--- config.mk ---
export PLATFORM = sky130hd
export DESIGN_NAME = bal_alu
export DESIGN_NICKNAME = d
export VERILOG_FILES = /design/src/pkg/bal_pkg.sv /design/src/pkg/bal_dp_if.sv /design/src/verilog/bal_src_mux.sv /design/src/verilog/bal_alu_core.sv /design/src/verilog/bal_alu.sv
export SDC_FILE = /design/constraint.sdc
export NUM_CORES = 1
export LEC_CHECK = 0
export ABC_AREA = 1
export BUFFER_PORTS_ARGS = -buffer_cell sky130_fd_sc_hd__buf_2
export CORE_ASPECT_RATIO = 0.6
export CORE_MARGIN = 2
export CORE_UTILIZATION = 35
export DETAILED_ROUTE_END_ITERATION = 6
export PLACE_DENSITY = 0.63
export SETUP_SLACK_MARGIN = 0.2
export SKIP_CTS_REPAIR_TIMING = 1
export SLEW_MARGIN = 0
export SYNTH_ARGS = -nofsm -noshare
export SYNTH_HDL_FRONTEND = slang
export SYNTH_SLANG_ARGS = --single-unit
--- constraint.sdc ---
create_clock -name mclk -period 7.1 [get_ports mclk]
set_clock_uncertainty 0.1 [all_clocks]
set_input_delay 0.71 -clock mclk [delete_from_list [all_inputs] [get_ports mclk]]
set_output_delay 0.71 -clock mclk [all_outputs]
set_load 0.01 [all_outputs]
--- src/pkg/bal_pkg.sv ---
// Shared types and constants of the byte arithmetic and logic unit.
// Assumes a single core clock domain; no bus-reachable registers.
package bal_pkg;

   localparam int BYTE_W = 8;
   localparam int NIB_W = 4;

   // Flag and result reset values
   localparam logic ZERO_RST = 1'h0;
   localparam logic NIBBLE_RST = 1'h0;
   localparam logic CARRY_RST = 1'h0;
   localparam logic [BYTE_W-1:0] RESULT_RST = 8'h00;

   // Operation codes
   typedef enum logic [2:0] {
      add_op = 3'h0,
      add_with_carry_op = 3'h1,
      subtract_op = 3'h2,
      subtract_with_borrow_op = 3'h3,
      and_op = 3'h4,
      or_op = 3'h5,
      xor_op = 3'h6,
      compare_op = 3'h7
   } bal_op_t;

   // Source operand selection
   typedef enum logic [2:0] {
      src_immediate = 3'h0,
      src_register = 3'h1,
      src_short_direct = 3'h2,
      src_absolute_location = 3'h3,
      src_pointer_pair = 3'h4,
      src_pointer_pair_offset = 3'h5
   } bal_src_t;

endpackage : bal_pkg

--- src/pkg/bal_dp_if.sv ---
// Datapath interface between the unit's control, source mux and arithmetic core.
// Assumes all users sit in the core clock domain; purely combinational signals.
`timescale 1ns/1ps
interface bal_dp_if;
   bal_pkg::bal_src_t src_mode;
   logic [bal_pkg::BYTE_W-1:0] imm_byte;
   logic [bal_pkg::BYTE_W-1:0] reg_byte;
   logic [bal_pkg::BYTE_W-1:0] short_byte;
   logic [bal_pkg::BYTE_W-1:0] abs_byte;
   logic [bal_pkg::BYTE_W-1:0] ptr_byte;
   logic [bal_pkg::BYTE_W-1:0] ptr_off_byte;
   logic [bal_pkg::BYTE_W-1:0] src;
   bal_pkg::bal_op_t op;
   logic [bal_pkg::BYTE_W-1:0] dst;
   logic cin;
   logic [bal_pkg::BYTE_W-1:0] res;
   logic zero;
   logic nibble;
   logic carry;
   logic arith;
   logic store;

   modport mux (
      input src_mode, imm_byte, reg_byte, short_byte, abs_byte, ptr_byte, ptr_off_byte,
      output src
   );
   modport core (
      input op, dst, src, cin,
      output res, zero, nibble, carry, arith, store
   );
endinterface : bal_dp_if

--- src/verilog/bal_src_mux.sv ---
// Source operand selector of the byte arithmetic and logic unit.
// Assumes operand bytes are already fetched by the decoder side.
`timescale 1ns/1ps
module bal_src_mux (
   bal_dp_if.mux dp
);
   always_comb begin
      case (dp.src_mode)
         bal_pkg::src_immediate: dp.src = dp.imm_byte;
         bal_pkg::src_register: dp.src = dp.reg_byte;
         bal_pkg::src_short_direct: dp.src = dp.short_byte;
         bal_pkg::src_absolute_location: dp.src = dp.abs_byte;
         bal_pkg::src_pointer_pair: dp.src = dp.ptr_byte;
         bal_pkg::src_pointer_pair_offset: dp.src = dp.ptr_off_byte;
         // Unused codes fall back to the immediate byte
         default: dp.src = dp.imm_byte;
      endcase
   end
endmodule : bal_src_mux

--- src/verilog/bal_alu_core.sv ---
// Combinational byte arithmetic and logic core.
// Assumes the carry-in is the held carry flag from the control module.
`timescale 1ns/1ps
module bal_alu_core (
   bal_dp_if.core dp
);
   localparam int W = bal_pkg::BYTE_W;
   localparam int N = bal_pkg::NIB_W;

   function automatic logic is_zero(input logic [W-1:0] v);
      is_zero = (v == 8'h00);
   endfunction : is_zero

   logic ci;
   logic [W:0] add_w;
   logic [W:0] sub_w;
   logic [N:0] add_n;
   logic [N:0] sub_n;

   always_comb begin
      ci = 1'b0;
      if (dp.op == bal_pkg::add_with_carry_op || dp.op == bal_pkg::subtract_with_borrow_op) begin
         ci = dp.cin;
      end
      add_w = {1'b0, dp.dst} + {1'b0, dp.src} + {8'h00, ci};
      sub_w = {1'b0, dp.dst} - {1'b0, dp.src} - {8'h00, ci};
      add_n = {1'b0, dp.dst[N-1:0]} + {1'b0, dp.src[N-1:0]} + {4'h0, ci};
      sub_n = {1'b0, dp.dst[N-1:0]} - {1'b0, dp.src[N-1:0]} - {4'h0, ci};
      dp.res = dp.dst;
      dp.nibble = 1'b0;
      dp.carry = 1'b0;
      dp.arith = 1'b1;
      dp.store = 1'b1;
      case (dp.op)
         bal_pkg::add_op, bal_pkg::add_with_carry_op: begin
            dp.res = add_w[W-1:0];
            dp.carry = add_w[W];
            dp.nibble = add_n[N];
         end
         bal_pkg::subtract_op, bal_pkg::subtract_with_borrow_op: begin
            dp.res = sub_w[W-1:0];
            dp.carry = sub_w[W];
            dp.nibble = sub_n[N];
         end
         bal_pkg::compare_op: begin
            // Difference only feeds the flags
            dp.res = sub_w[W-1:0];
            dp.carry = sub_w[W];
            dp.nibble = sub_n[N];
            dp.store = 1'b0;
         end
         bal_pkg::and_op: begin
            dp.res = dp.dst & dp.src;
            dp.arith = 1'b0;
         end
         bal_pkg::or_op: begin
            dp.res = dp.dst | dp.src;
            dp.arith = 1'b0;
         end
         bal_pkg::xor_op: begin
            dp.res = dp.dst ^ dp.src;
            dp.arith = 1'b0;
         end
         default: begin
            dp.arith = 1'b0;
            dp.store = 1'b0;
         end
      endcase
      dp.zero = is_zero(dp.res);
   end
endmodule : bal_alu_core

--- src/verilog/bal_alu.sv ---
// Top of the byte arithmetic and logic unit: operand select, flags, result.
// Assumes the decoder presents op, operands and destination in one cycle and
// writes the result back when result_we_q is high.
`timescale 1ns/1ps

module bal_alu (
   input logic mclk,
   input logic resetn,
   input logic ce,
   input logic op_valid,
   input bal_pkg::bal_op_t op_code,
   input bal_pkg::bal_src_t src_mode,
   input logic [7:0] dst_byte,
   input logic [7:0] imm_byte,
   input logic [7:0] reg_byte,
   input logic [7:0] short_byte,
   input logic [7:0] abs_byte,
   input logic [7:0] ptr_byte,
   input logic [7:0] ptr_off_byte,
   input logic flag_wr,
   input logic flag_wr_zero,
   input logic flag_wr_nibble,
   input logic flag_wr_carry,
   output logic [7:0] result_q,
   output logic result_we_q,
   output logic result_valid_q,
   output logic zero_flag_q,
   output logic nibble_carry_flag_q,
   output logic carry_flag_q
);

   bal_dp_if dp ();

   logic fire;
   logic [7:0] result_d;
   logic result_we_d;
   logic result_valid_d;
   logic zero_flag_d;
   logic nibble_carry_flag_d;
   logic carry_flag_d;

   assign fire = ce && op_valid;

   assign dp.src_mode = src_mode;
   assign dp.imm_byte = imm_byte;
   assign dp.reg_byte = reg_byte;
   assign dp.short_byte = short_byte;
   assign dp.abs_byte = abs_byte;
   assign dp.ptr_byte = ptr_byte;
   assign dp.ptr_off_byte = ptr_off_byte;
   assign dp.op = op_code;
   assign dp.dst = dst_byte;
   // Carry chain uses the held flag
   assign dp.cin = carry_flag_q;

   bal_src_mux u_src_mux (
      .dp(dp)
   );

   bal_alu_core u_core (
      .dp(dp)
   );

   // Next state of result and flags
   always_comb begin
      result_d = result_q;
      result_we_d = 1'b0;
      result_valid_d = 1'b0;
      zero_flag_d = zero_flag_q;
      nibble_carry_flag_d = nibble_carry_flag_q;
      carry_flag_d = carry_flag_q;
      if (op_valid) begin
         result_valid_d = 1'b1;
         result_we_d = dp.store;
         if (dp.store) begin
            result_d = dp.res;
         end
         zero_flag_d = dp.zero;
         if (dp.arith) begin
            nibble_carry_flag_d = dp.nibble;
            carry_flag_d = dp.carry;
         end
      end else if (flag_wr) begin
         // Direct flag load, only when no operation runs
         zero_flag_d = flag_wr_zero;
         nibble_carry_flag_d = flag_wr_nibble;
         carry_flag_d = flag_wr_carry;
      end
   end

   always_ff @(posedge mclk or negedge resetn) begin
      if (!resetn) begin
         result_q <= bal_pkg::RESULT_RST;
         result_we_q <= 1'b0;
         result_valid_q <= 1'b0;
         zero_flag_q <= bal_pkg::ZERO_RST;
         nibble_carry_flag_q <= bal_pkg::NIBBLE_RST;
         carry_flag_q <= bal_pkg::CARRY_RST;
      end else if (ce) begin
         result_q <= result_d;
         result_we_q <= result_we_d;
         result_valid_q <= result_valid_d;
         zero_flag_q <= zero_flag_d;
         nibble_carry_flag_q <= nibble_carry_flag_d;
         carry_flag_q <= carry_flag_d;
      end
   end

   a_add_sum_carry: assert property (
      @(posedge mclk) disable iff (!resetn)
      fire && op_code == bal_pkg::add_op |=>
      {carry_flag_q, result_q} == $past({1'b0, dst_byte}) + $past({1'b0, dp.src})
   ) else $error("byte add sum or carry wrong");

   a_add_zero_flag: assert property (
      @(posedge mclk) disable iff (!resetn)
      fire && (op_code == bal_pkg::add_op || op_code == bal_pkg::add_with_carry_op) |=>
      zero_flag_q == (result_q == 8'h00) && result_we_q
   ) else $error("add zero flag wrong");

   a_add_nibble_carry: assert property (
      @(posedge mclk) disable iff (!resetn)
      fire && (op_code == bal_pkg::add_op || op_code == bal_pkg::add_with_carry_op) |=>
      nibble_carry_flag_q == (result_q[4] ^ $past(dst_byte[4]) ^ $past(dp.src[4]))
   ) else $error("add nibble carry wrong");

   a_add_carry_chain: assert property (
      @(posedge mclk) disable iff (!resetn)
      fire && op_code == bal_pkg::add_with_carry_op |=>
      {carry_flag_q, result_q} ==
      $past({1'b0, dst_byte}) + $past({1'b0, dp.src}) + {8'h00, $past(carry_flag_q)}
   ) else $error("add with carry ignores old carry");

   a_sub_difference: assert property (
      @(posedge mclk) disable iff (!resetn)
      fire && op_code == bal_pkg::subtract_op |=>
      result_q == 8'($past(dst_byte) - $past(dp.src)) && result_we_q
   ) else $error("subtract difference wrong");

   a_sub_borrow: assert property (
      @(posedge mclk) disable iff (!resetn)
      fire && op_code == bal_pkg::subtract_op |=>
      carry_flag_q == ($past(dst_byte) < $past(dp.src))
   ) else $error("subtract borrow wrong");

   a_sub_nibble_borrow: assert property (
      @(posedge mclk) disable iff (!resetn)
      fire && (op_code == bal_pkg::subtract_op ||
               op_code == bal_pkg::subtract_with_borrow_op) |=>
      nibble_carry_flag_q == (result_q[4] ^ $past(dst_byte[4]) ^ $past(dp.src[4]))
   ) else $error("subtract nibble borrow wrong");

   a_sub_zero_flag: assert property (
      @(posedge mclk) disable iff (!resetn)
      fire && (op_code == bal_pkg::subtract_op ||
               op_code == bal_pkg::subtract_with_borrow_op) |=>
      zero_flag_q == (result_q == 8'h00)
   ) else $error("subtract zero flag wrong");

   a_sub_borrow_chain: assert property (
      @(posedge mclk) disable iff (!resetn)
      fire && op_code == bal_pkg::subtract_with_borrow_op |=>
      {carry_flag_q, result_q} ==
      $past({1'b0, dst_byte}) - $past({1'b0, dp.src}) - {8'h00, $past(carry_flag_q)}
   ) else $error("subtract with borrow wrong");

   a_and_keeps_flags: assert property (
      @(posedge mclk) disable iff (!resetn)
      fire && op_code == bal_pkg::and_op |=>
      result_q == ($past(dst_byte) & $past(dp.src)) &&
      $stable(nibble_carry_flag_q) && $stable(carry_flag_q)
   ) else $error("and result or flags wrong");

   a_or_keeps_flags: assert property (
      @(posedge mclk) disable iff (!resetn)
      fire && op_code == bal_pkg::or_op |=>
      result_q == ($past(dst_byte) | $past(dp.src)) &&
      $stable(nibble_carry_flag_q) && $stable(carry_flag_q)
   ) else $error("or result or flags wrong");

   a_xor_keeps_flags: assert property (
      @(posedge mclk) disable iff (!resetn)
      fire && op_code == bal_pkg::xor_op |=>
      result_q == ($past(dst_byte) ^ $past(dp.src)) &&
      $stable(nibble_carry_flag_q) && $stable(carry_flag_q)
   ) else $error("xor result or flags wrong");

   a_logic_zero_flag: assert property (
      @(posedge mclk) disable iff (!resetn)
      fire && (op_code == bal_pkg::and_op || op_code == bal_pkg::or_op ||
               op_code == bal_pkg::xor_op) |=>
      zero_flag_q == (result_q == 8'h00)
   ) else $error("logic zero flag wrong");

   a_compare_flags: assert property (
      @(posedge mclk) disable iff (!resetn)
      fire && op_code == bal_pkg::compare_op |=>
      carry_flag_q == ($past(dst_byte) < $past(dp.src)) &&
      zero_flag_q == ($past(dst_byte) == $past(dp.src))
   ) else $error("compare flags wrong");

   a_compare_no_store: assert property (
      @(posedge mclk) disable iff (!resetn)
      fire && op_code == bal_pkg::compare_op |=> !result_we_q && $stable(result_q)
   ) else $error("compare wrote the destination");

   a_idle_flags_hold: assert property (
      @(posedge mclk) disable iff (!resetn)
      !fire && !(ce && flag_wr) |=>
      $stable(zero_flag_q) && $stable(nibble_carry_flag_q) && $stable(carry_flag_q)
   ) else $error("flags moved without cause");

   a_src_pointer_sel: assert property (
      @(posedge mclk) disable iff (!resetn)
      src_mode == bal_pkg::src_pointer_pair_offset |-> dp.src == ptr_off_byte
   ) else $error("pointer offset source not selected");

   a_src_absolute_sel: assert property (
      @(posedge mclk) disable iff (!resetn)
      src_mode == bal_pkg::src_absolute_location |-> dp.src == abs_byte
   ) else $error("absolute source not selected");

   a_result_next_cycle: assert property (
      @(posedge mclk) disable iff (!resetn)
      fire |=> result_valid_q ##1 (!$past(fire) || result_valid_q || !ce)
   ) else $error("result not ready next cycle");

   a_no_spurious_valid: assert property (
      @(posedge mclk) disable iff (!resetn)
      ce && !op_valid |=> !result_valid_q && !result_we_q
   ) else $error("valid without an operation");

endmodule : bal_alu

Word-level counts from Yosys, hierarchy flattened

Cells that the tools add are included.

Register bits: 13
Bits of input ports: 70
Logic and storage cells: 57

Add/sub/neg operators: 8
Equal/unequal tests: 13
Mux-type cells: 16
Bitwise logic cells: 4
Reductions and logical operators: 10

Operators by type and width:

| operator                                            | count |
|---|---|
| case mux 8 bit (5 select lines)                     | 2 |
| equality test 3 bit, second input constant          | 6 |
| equality test 3 x 2 -> 1 bit, second input constant | 4 |
| two-way mux 1 bit                                   | 12 |
| adder 8 x 8 -> 9 bit                                | 1 |
| adder 9 x 1 -> 9 bit                                | 1 |
| subtractor 8 x 8 -> 9 bit                           | 1 |
| subtractor 9 x 1 -> 9 bit                           | 1 |
| bitwise AND 8 bit                                   | 1 |
| logical NOT 8 bit                                   | 1 |
| OR 8 bit                                            | 1 |
| bitwise XOR 8 bit                                   | 1 |
| equality test 3 x 1 -> 1 bit, second input constant | 2 |
| AND reduction 3 bit                                 | 2 |
| OR reduction 3 bit                                  | 2 |
| adder 4 x 4 -> 5 bit                                | 1 |
| adder 5 x 1 -> 5 bit                                | 1 |
| subtractor 4 x 4 -> 5 bit                           | 1 |
| subtractor 5 x 1 -> 5 bit                           | 1 |
| case mux 1 bit (2 select lines)                     | 2 |
| logical NOT 3 bit                                   | 1 |
| != test 2 bit, second input constant                | 1 |
| AND reduction 2 bit                                 | 1 |
| nonzero test 2 bit                                  | 1 |
| 3 further kinds                                     | 3 |

Depth between registers and ports, before layout

Depth after elaboration: 7
Mapped depth: 23
Mapped depth without buffers: 23

Cells and area by module

Synthesis repeated with hierarchy kept, for this count alone.

Cell total of the unflattened synthesis: 421
Area total of the unflattened synthesis: 2602.5 um^2

Modules (own cells, without submodules):

| module       | times used | cells an instance | area each (um^2) | sequential area each (um^2) |
|---|---|---|---|---|
| bal_alu_core | 1          | 258               | 1466.4           | 0.0 |
| bal_alu      | 1          | 68                | 601.8            | 325.3 |
| bal_src_mux  | 1          | 95                | 534.3            | 0.0 |

Worst setup path before layout

Ideal clock, no wire load.

Kind: input -> register
Start: in src_mode[1]
End: reg zero_flag_q
Library setup time: 0.116 ns
Data arrival time: 3.182 ns
Data required time: 6.884 ns
Setup slack: 3.702 ns
Stages: 18
Buffers on the path: 0
Cell sequence: inv_1 > nand2_1 > nor2_1 > a211oi_1 > a31oi_1 > inv_1 > fa_1 > fa_1 > inv_1 > nand4_1 > nand3_1 > nor2_1 > o21ai_0 > nand2_1 > nand4_1 > nand2_1 > nand2_1 > nand2_1

Word-level cells in the longest chain between the ends: 7

RTL lines:

| element                                                           | line                                   | source |
|---|---|---|
| start: declaration                                                | bal_alu.sv:12                          | `input bal_pkg::bal_src_t src_mode,` |
| equality test 3 bit (tied with other cells)                       | bal_src_mux.sv:8                       | `case (dp.src_mode)` |
| case mux 8 bit (5 select lines) *                                 | bal_src_mux.sv:8                       |  |
| subtractor 8 x 8 -> 9 bit or adder 8 x 8 -> 9 bit (tied branches) | bal_alu_core.sv:26, bal_alu_core.sv:25 |  |
| subtractor 9 x 1 -> 9 bit or adder 9 x 1 -> 9 bit (tied branches) | bal_alu_core.sv:26, bal_alu_core.sv:25 |  |
| case mux 8 bit (5 select lines) *                                 | bal_alu_core.sv:34                     | `case (dp.op)` |
| logical NOT 8 bit *                                               | bal_alu_core.sv:11                     | `is_zero = (v == 8'h00);` |
| two-way mux 1 bit *                                               | bal_alu.sv:72                          | `if (op_valid) begin` |
| end signal: assignment                                            | bal_alu.sv:96                          | `zero_flag_q <= bal_pkg::ZERO_RST;` |
| end signal: assignment                                            | bal_alu.sv:103                         | `zero_flag_q <= zero_flag_d;` |
| end: declaration                                                  | bal_alu.sv:27                          | `output logic zero_flag_q,` |

Every way passes the cells marked *; elsewhere a longest branch is shown, timed or not.
A chain may end at the register's enable or synchronous reset.

Final worst setup path

Same ends and word-level chain as after synthesis.

==> metrics.md <==
| Metric | Value |
|---|---|
| Placed Instances | between 500 and 600 |
| F_max | around 0.26 GHz |
| Vias in the first global route | 2,697 |
| R2R cell count | 15 |
| Port Buffer Count | around 80 |
| Synth Cell Area | 2470 um2 |
| Synth unique cells | 38 |
| Final Cell Area | ~3000 um2 |
| Antenna cells | 0 |
| Die height | slightly below 70 um |
| H-tree depth | 1 |
| Slew @ Worst Pin | about 0.62 ns |
| Avg Inst Size Synth | around 6.1 um2 |
| Synth top area share | between 10% and 20% |
| CP Max Fanout | 8 |
| Post-Syn Instances | a little over 400 |
| Initial DRC count | ~300 |
| Clock slew at reported path FFs | approximately 0.040 ns |
| Tot GR Track Use | about a fifth |
| R2r endpoint | zero_flag_q |
| Metal2 WL | between 3 and 4 mm |
| WP data required | roughly 7.1 ns |
| Maxcap violations | 0 |
| Initial antenna violation count | 0 |
| RSZ-0062 raised after global routing | false |
| Max VDD drop | around 0.084 mV |
| Period utilization | 54.9% |
| Commonest non-fill, non-tap cell in the layout | inv_1 |
| Yosys warning count | 0 |
| 1st-pass router iterations | 6 |
| Hold WC Path Type | in2async |
| Post-place instance area | between 2000 and 3000 um2 |
| Max_slew headroom | between 50% and 60% |
| WS Path Type | in2reg |
| Fin crit period | about 4 ns |
| Non-Filler Instances | ~580 |
| Run status | completed |
| Yosys reg bits | 13 |
| Largest net degree at the start of global routing | 17 |
| CTS Buffer Depth | 2 |
| Layout cell share with drive strength beyond 1 | 22.5% |
| DR vias | 2,884 |
| DRC violations left | 0 |
| CP endpoint kind | flop |
| Number of buffers created by CTS | 3 |
| Die X | 113 um |
| Slew Viols, Final | 0 |
| Post-route setup TNS | 0 ns |
| Seq/Total Area, Yosys | roughly an eighth |
| Startpoint Class | primary input |
| Most frequent cells in the layout | 94 x inv_1, 93 x nand2_1, 82 x buf_2 |
| Die ar. | approximately 7800 um2 |
| Cell taking the most area after synthesis | ha_1 |
| Worst reg-to-reg setup slack | approximately 4.2 ns |
| Routed met1 length | between 4 and 5 mm |
| Core Rows | 23 |
| Core Box Area | ~6800 um2 |
| Vias per cell | about 5.0 |
| Routed Antenna Nets | 0 |
| Nets@finish | roughly 600 |
| Arrival time at the worst endpoint | roughly 4 ns |
| TritonCTS clock tree | yes |
| Pleak | ~1.8 nW |
| Initial Util | 36.6% |
| R2R Path Start | carry_flag_q |
| HPWL after detailed placement | approximately 6.7 mm |
| CTS root buffer | clkbuf_16 |
| Final wirelength | about 8 mm |
| Synth-to-layout area growth | 22.4% |
| Met3 WL | 582 um |
| GP Congestion | roughly 0.99 |
| Clk_lat worst skew | about 0.24 ns |
| Total power | approximately 0.5 mW |
| # fillers | slightly above 700 |
| Max layer used | met4 |
| Grt ovf | 0 |
| Pwr Density | roughly 170 nW/um2 |
| Hold Vio Cnt, Final | 0 |
| Io pins | just over 80 |
| First-pass GRT wire length | ~13 mm |
| Wire length per cell | 13.5 um |
| Final setup vio count | 0 |
| Top post-synthesis cells by area | ha_1 15%, inv_1 14%, nand2_1 14% |
| Clock Sinks | 13 |
| Mapped Nets | ~510 |
==> state kept, by name, summed over array words and instances, names as in the netlist <==
signal	count
result_valid_q	1
zero_flag_q	1
result_q	8
nibble_carry_flag_q	1
carry_flag_q	1
result_we_q	1
==> critical path, stage by stage <==
cell      delay (ns)
buf_2           0.11
inv_1           0.08
nand2_1         0.08
nor2_1          0.45
a211oi_1        0.17
a31oi_1         0.31
inv_1           0.14
fa_1            0.46
fa_1            0.45
inv_1           0.12
nand4_1         0.10
nand3_1         0.11
nor2_1          0.04
o21ai_0         0.21
nand2_1         0.12
nand4_1         0.11
nand2_1         0.05
nand2_1         0.05
nand2_1         0.05
==> synthesized netlist by cell type <==
cell and number:
and2_1 1, a221oi_1 1, o2111ai_1 1, a21oi_4 1, nor2_2 2, nor2_4 2
buf_2 1, o211ai_1 1, nor2_8 1, buf_6 3, o21ai_2 1, fa_1 3
nand3_2 6, o21ai_0 25, o21a_1 1, nand4_1 6, or2_0 2, dfrtp_1 13
inv_1 94, o21bai_1 1, nand2_2 6, nor3_1 1, o22ai_1 7, a21oi_1 10
o2bb2ai_1 4, inv_2 4, clkbuf_1 1, nand3b_1 1, a211oi_1 6, clkinv_1 1
ha_1 30, nand2_1 93, nor2_1 38, xor2_1 1, nand3_1 29, a31oi_1 8
a21oi_2 1, nor3_2 1
==> through the flow <==
stage	hold slack (ns)	util (%)	setup WS, ns
2_1_floorplan	0.314	-	3.70
3_3_place_gp	0.367	43.6	3.05
3_5_place_dp	0.364	43.6	3.01
4_1_cts	0.260	44.8	3.24
5_1_grt	0.276	44.8	2.86
6_report	0.252	44.8	3.20
==> metal layers <==
layer  up-vias  GRT usage, %
met5         -             0
met4         0          3.39
met3         6          3.25
met2       105          29.2
met1      1316          32.7
li1       1457             -
==> power by group <==
part	internal (mW)	switching [mW]
Combinational	0.111	0.195
Clock	0.0756	0.0299
Sequential	0.0893	0.00766
Total	0.276	0.233
==> layout make-up <==
cell class	count	area, um2	area share [%]
tap	87	109	3.59
sequential	13	325	10.7
inverter	99	372	12.3
multi-input combinational	291	1740	57.3
clock buffer	4	78.8	2.60
timing repair buffer	82	410	13.5
==> worst max-delay path by stage <==
| stage | startpoint | endpoint | cells after the start |
|---|---|---|---|
| floorplan | src_mode[1] | zero_flag_q | 18 |
| global placement | src_mode[2] | zero_flag_q | 19 |
| detailed placement | src_mode[1] | zero_flag_q | 19 |
| CTS | src_mode[1] | zero_flag_q | 19 |
| global route | src_mode[1] | zero_flag_q | 20 |
| finish | src_mode[1] | zero_flag_q | 19 |
==> kinds of logic (layout without fill, tap and decap cells) <==
| logic type | count (synthesis) | count (layout) | synth area share [%] |
|---|---|---|---|
| fa+ha+maj | 33 | 33 | 17.6 |
| xor+xnor | 1 | 1 | 0.354 |
| compound gates | 68 | 68 | 17.1 |
| buf+inv | 104 | 185 | 16.7 |
| flops | 13 | 13 | 13.1 |
| simple gates | 189 | 189 | 35.1 |
Power figures use the tool's default switching activity.
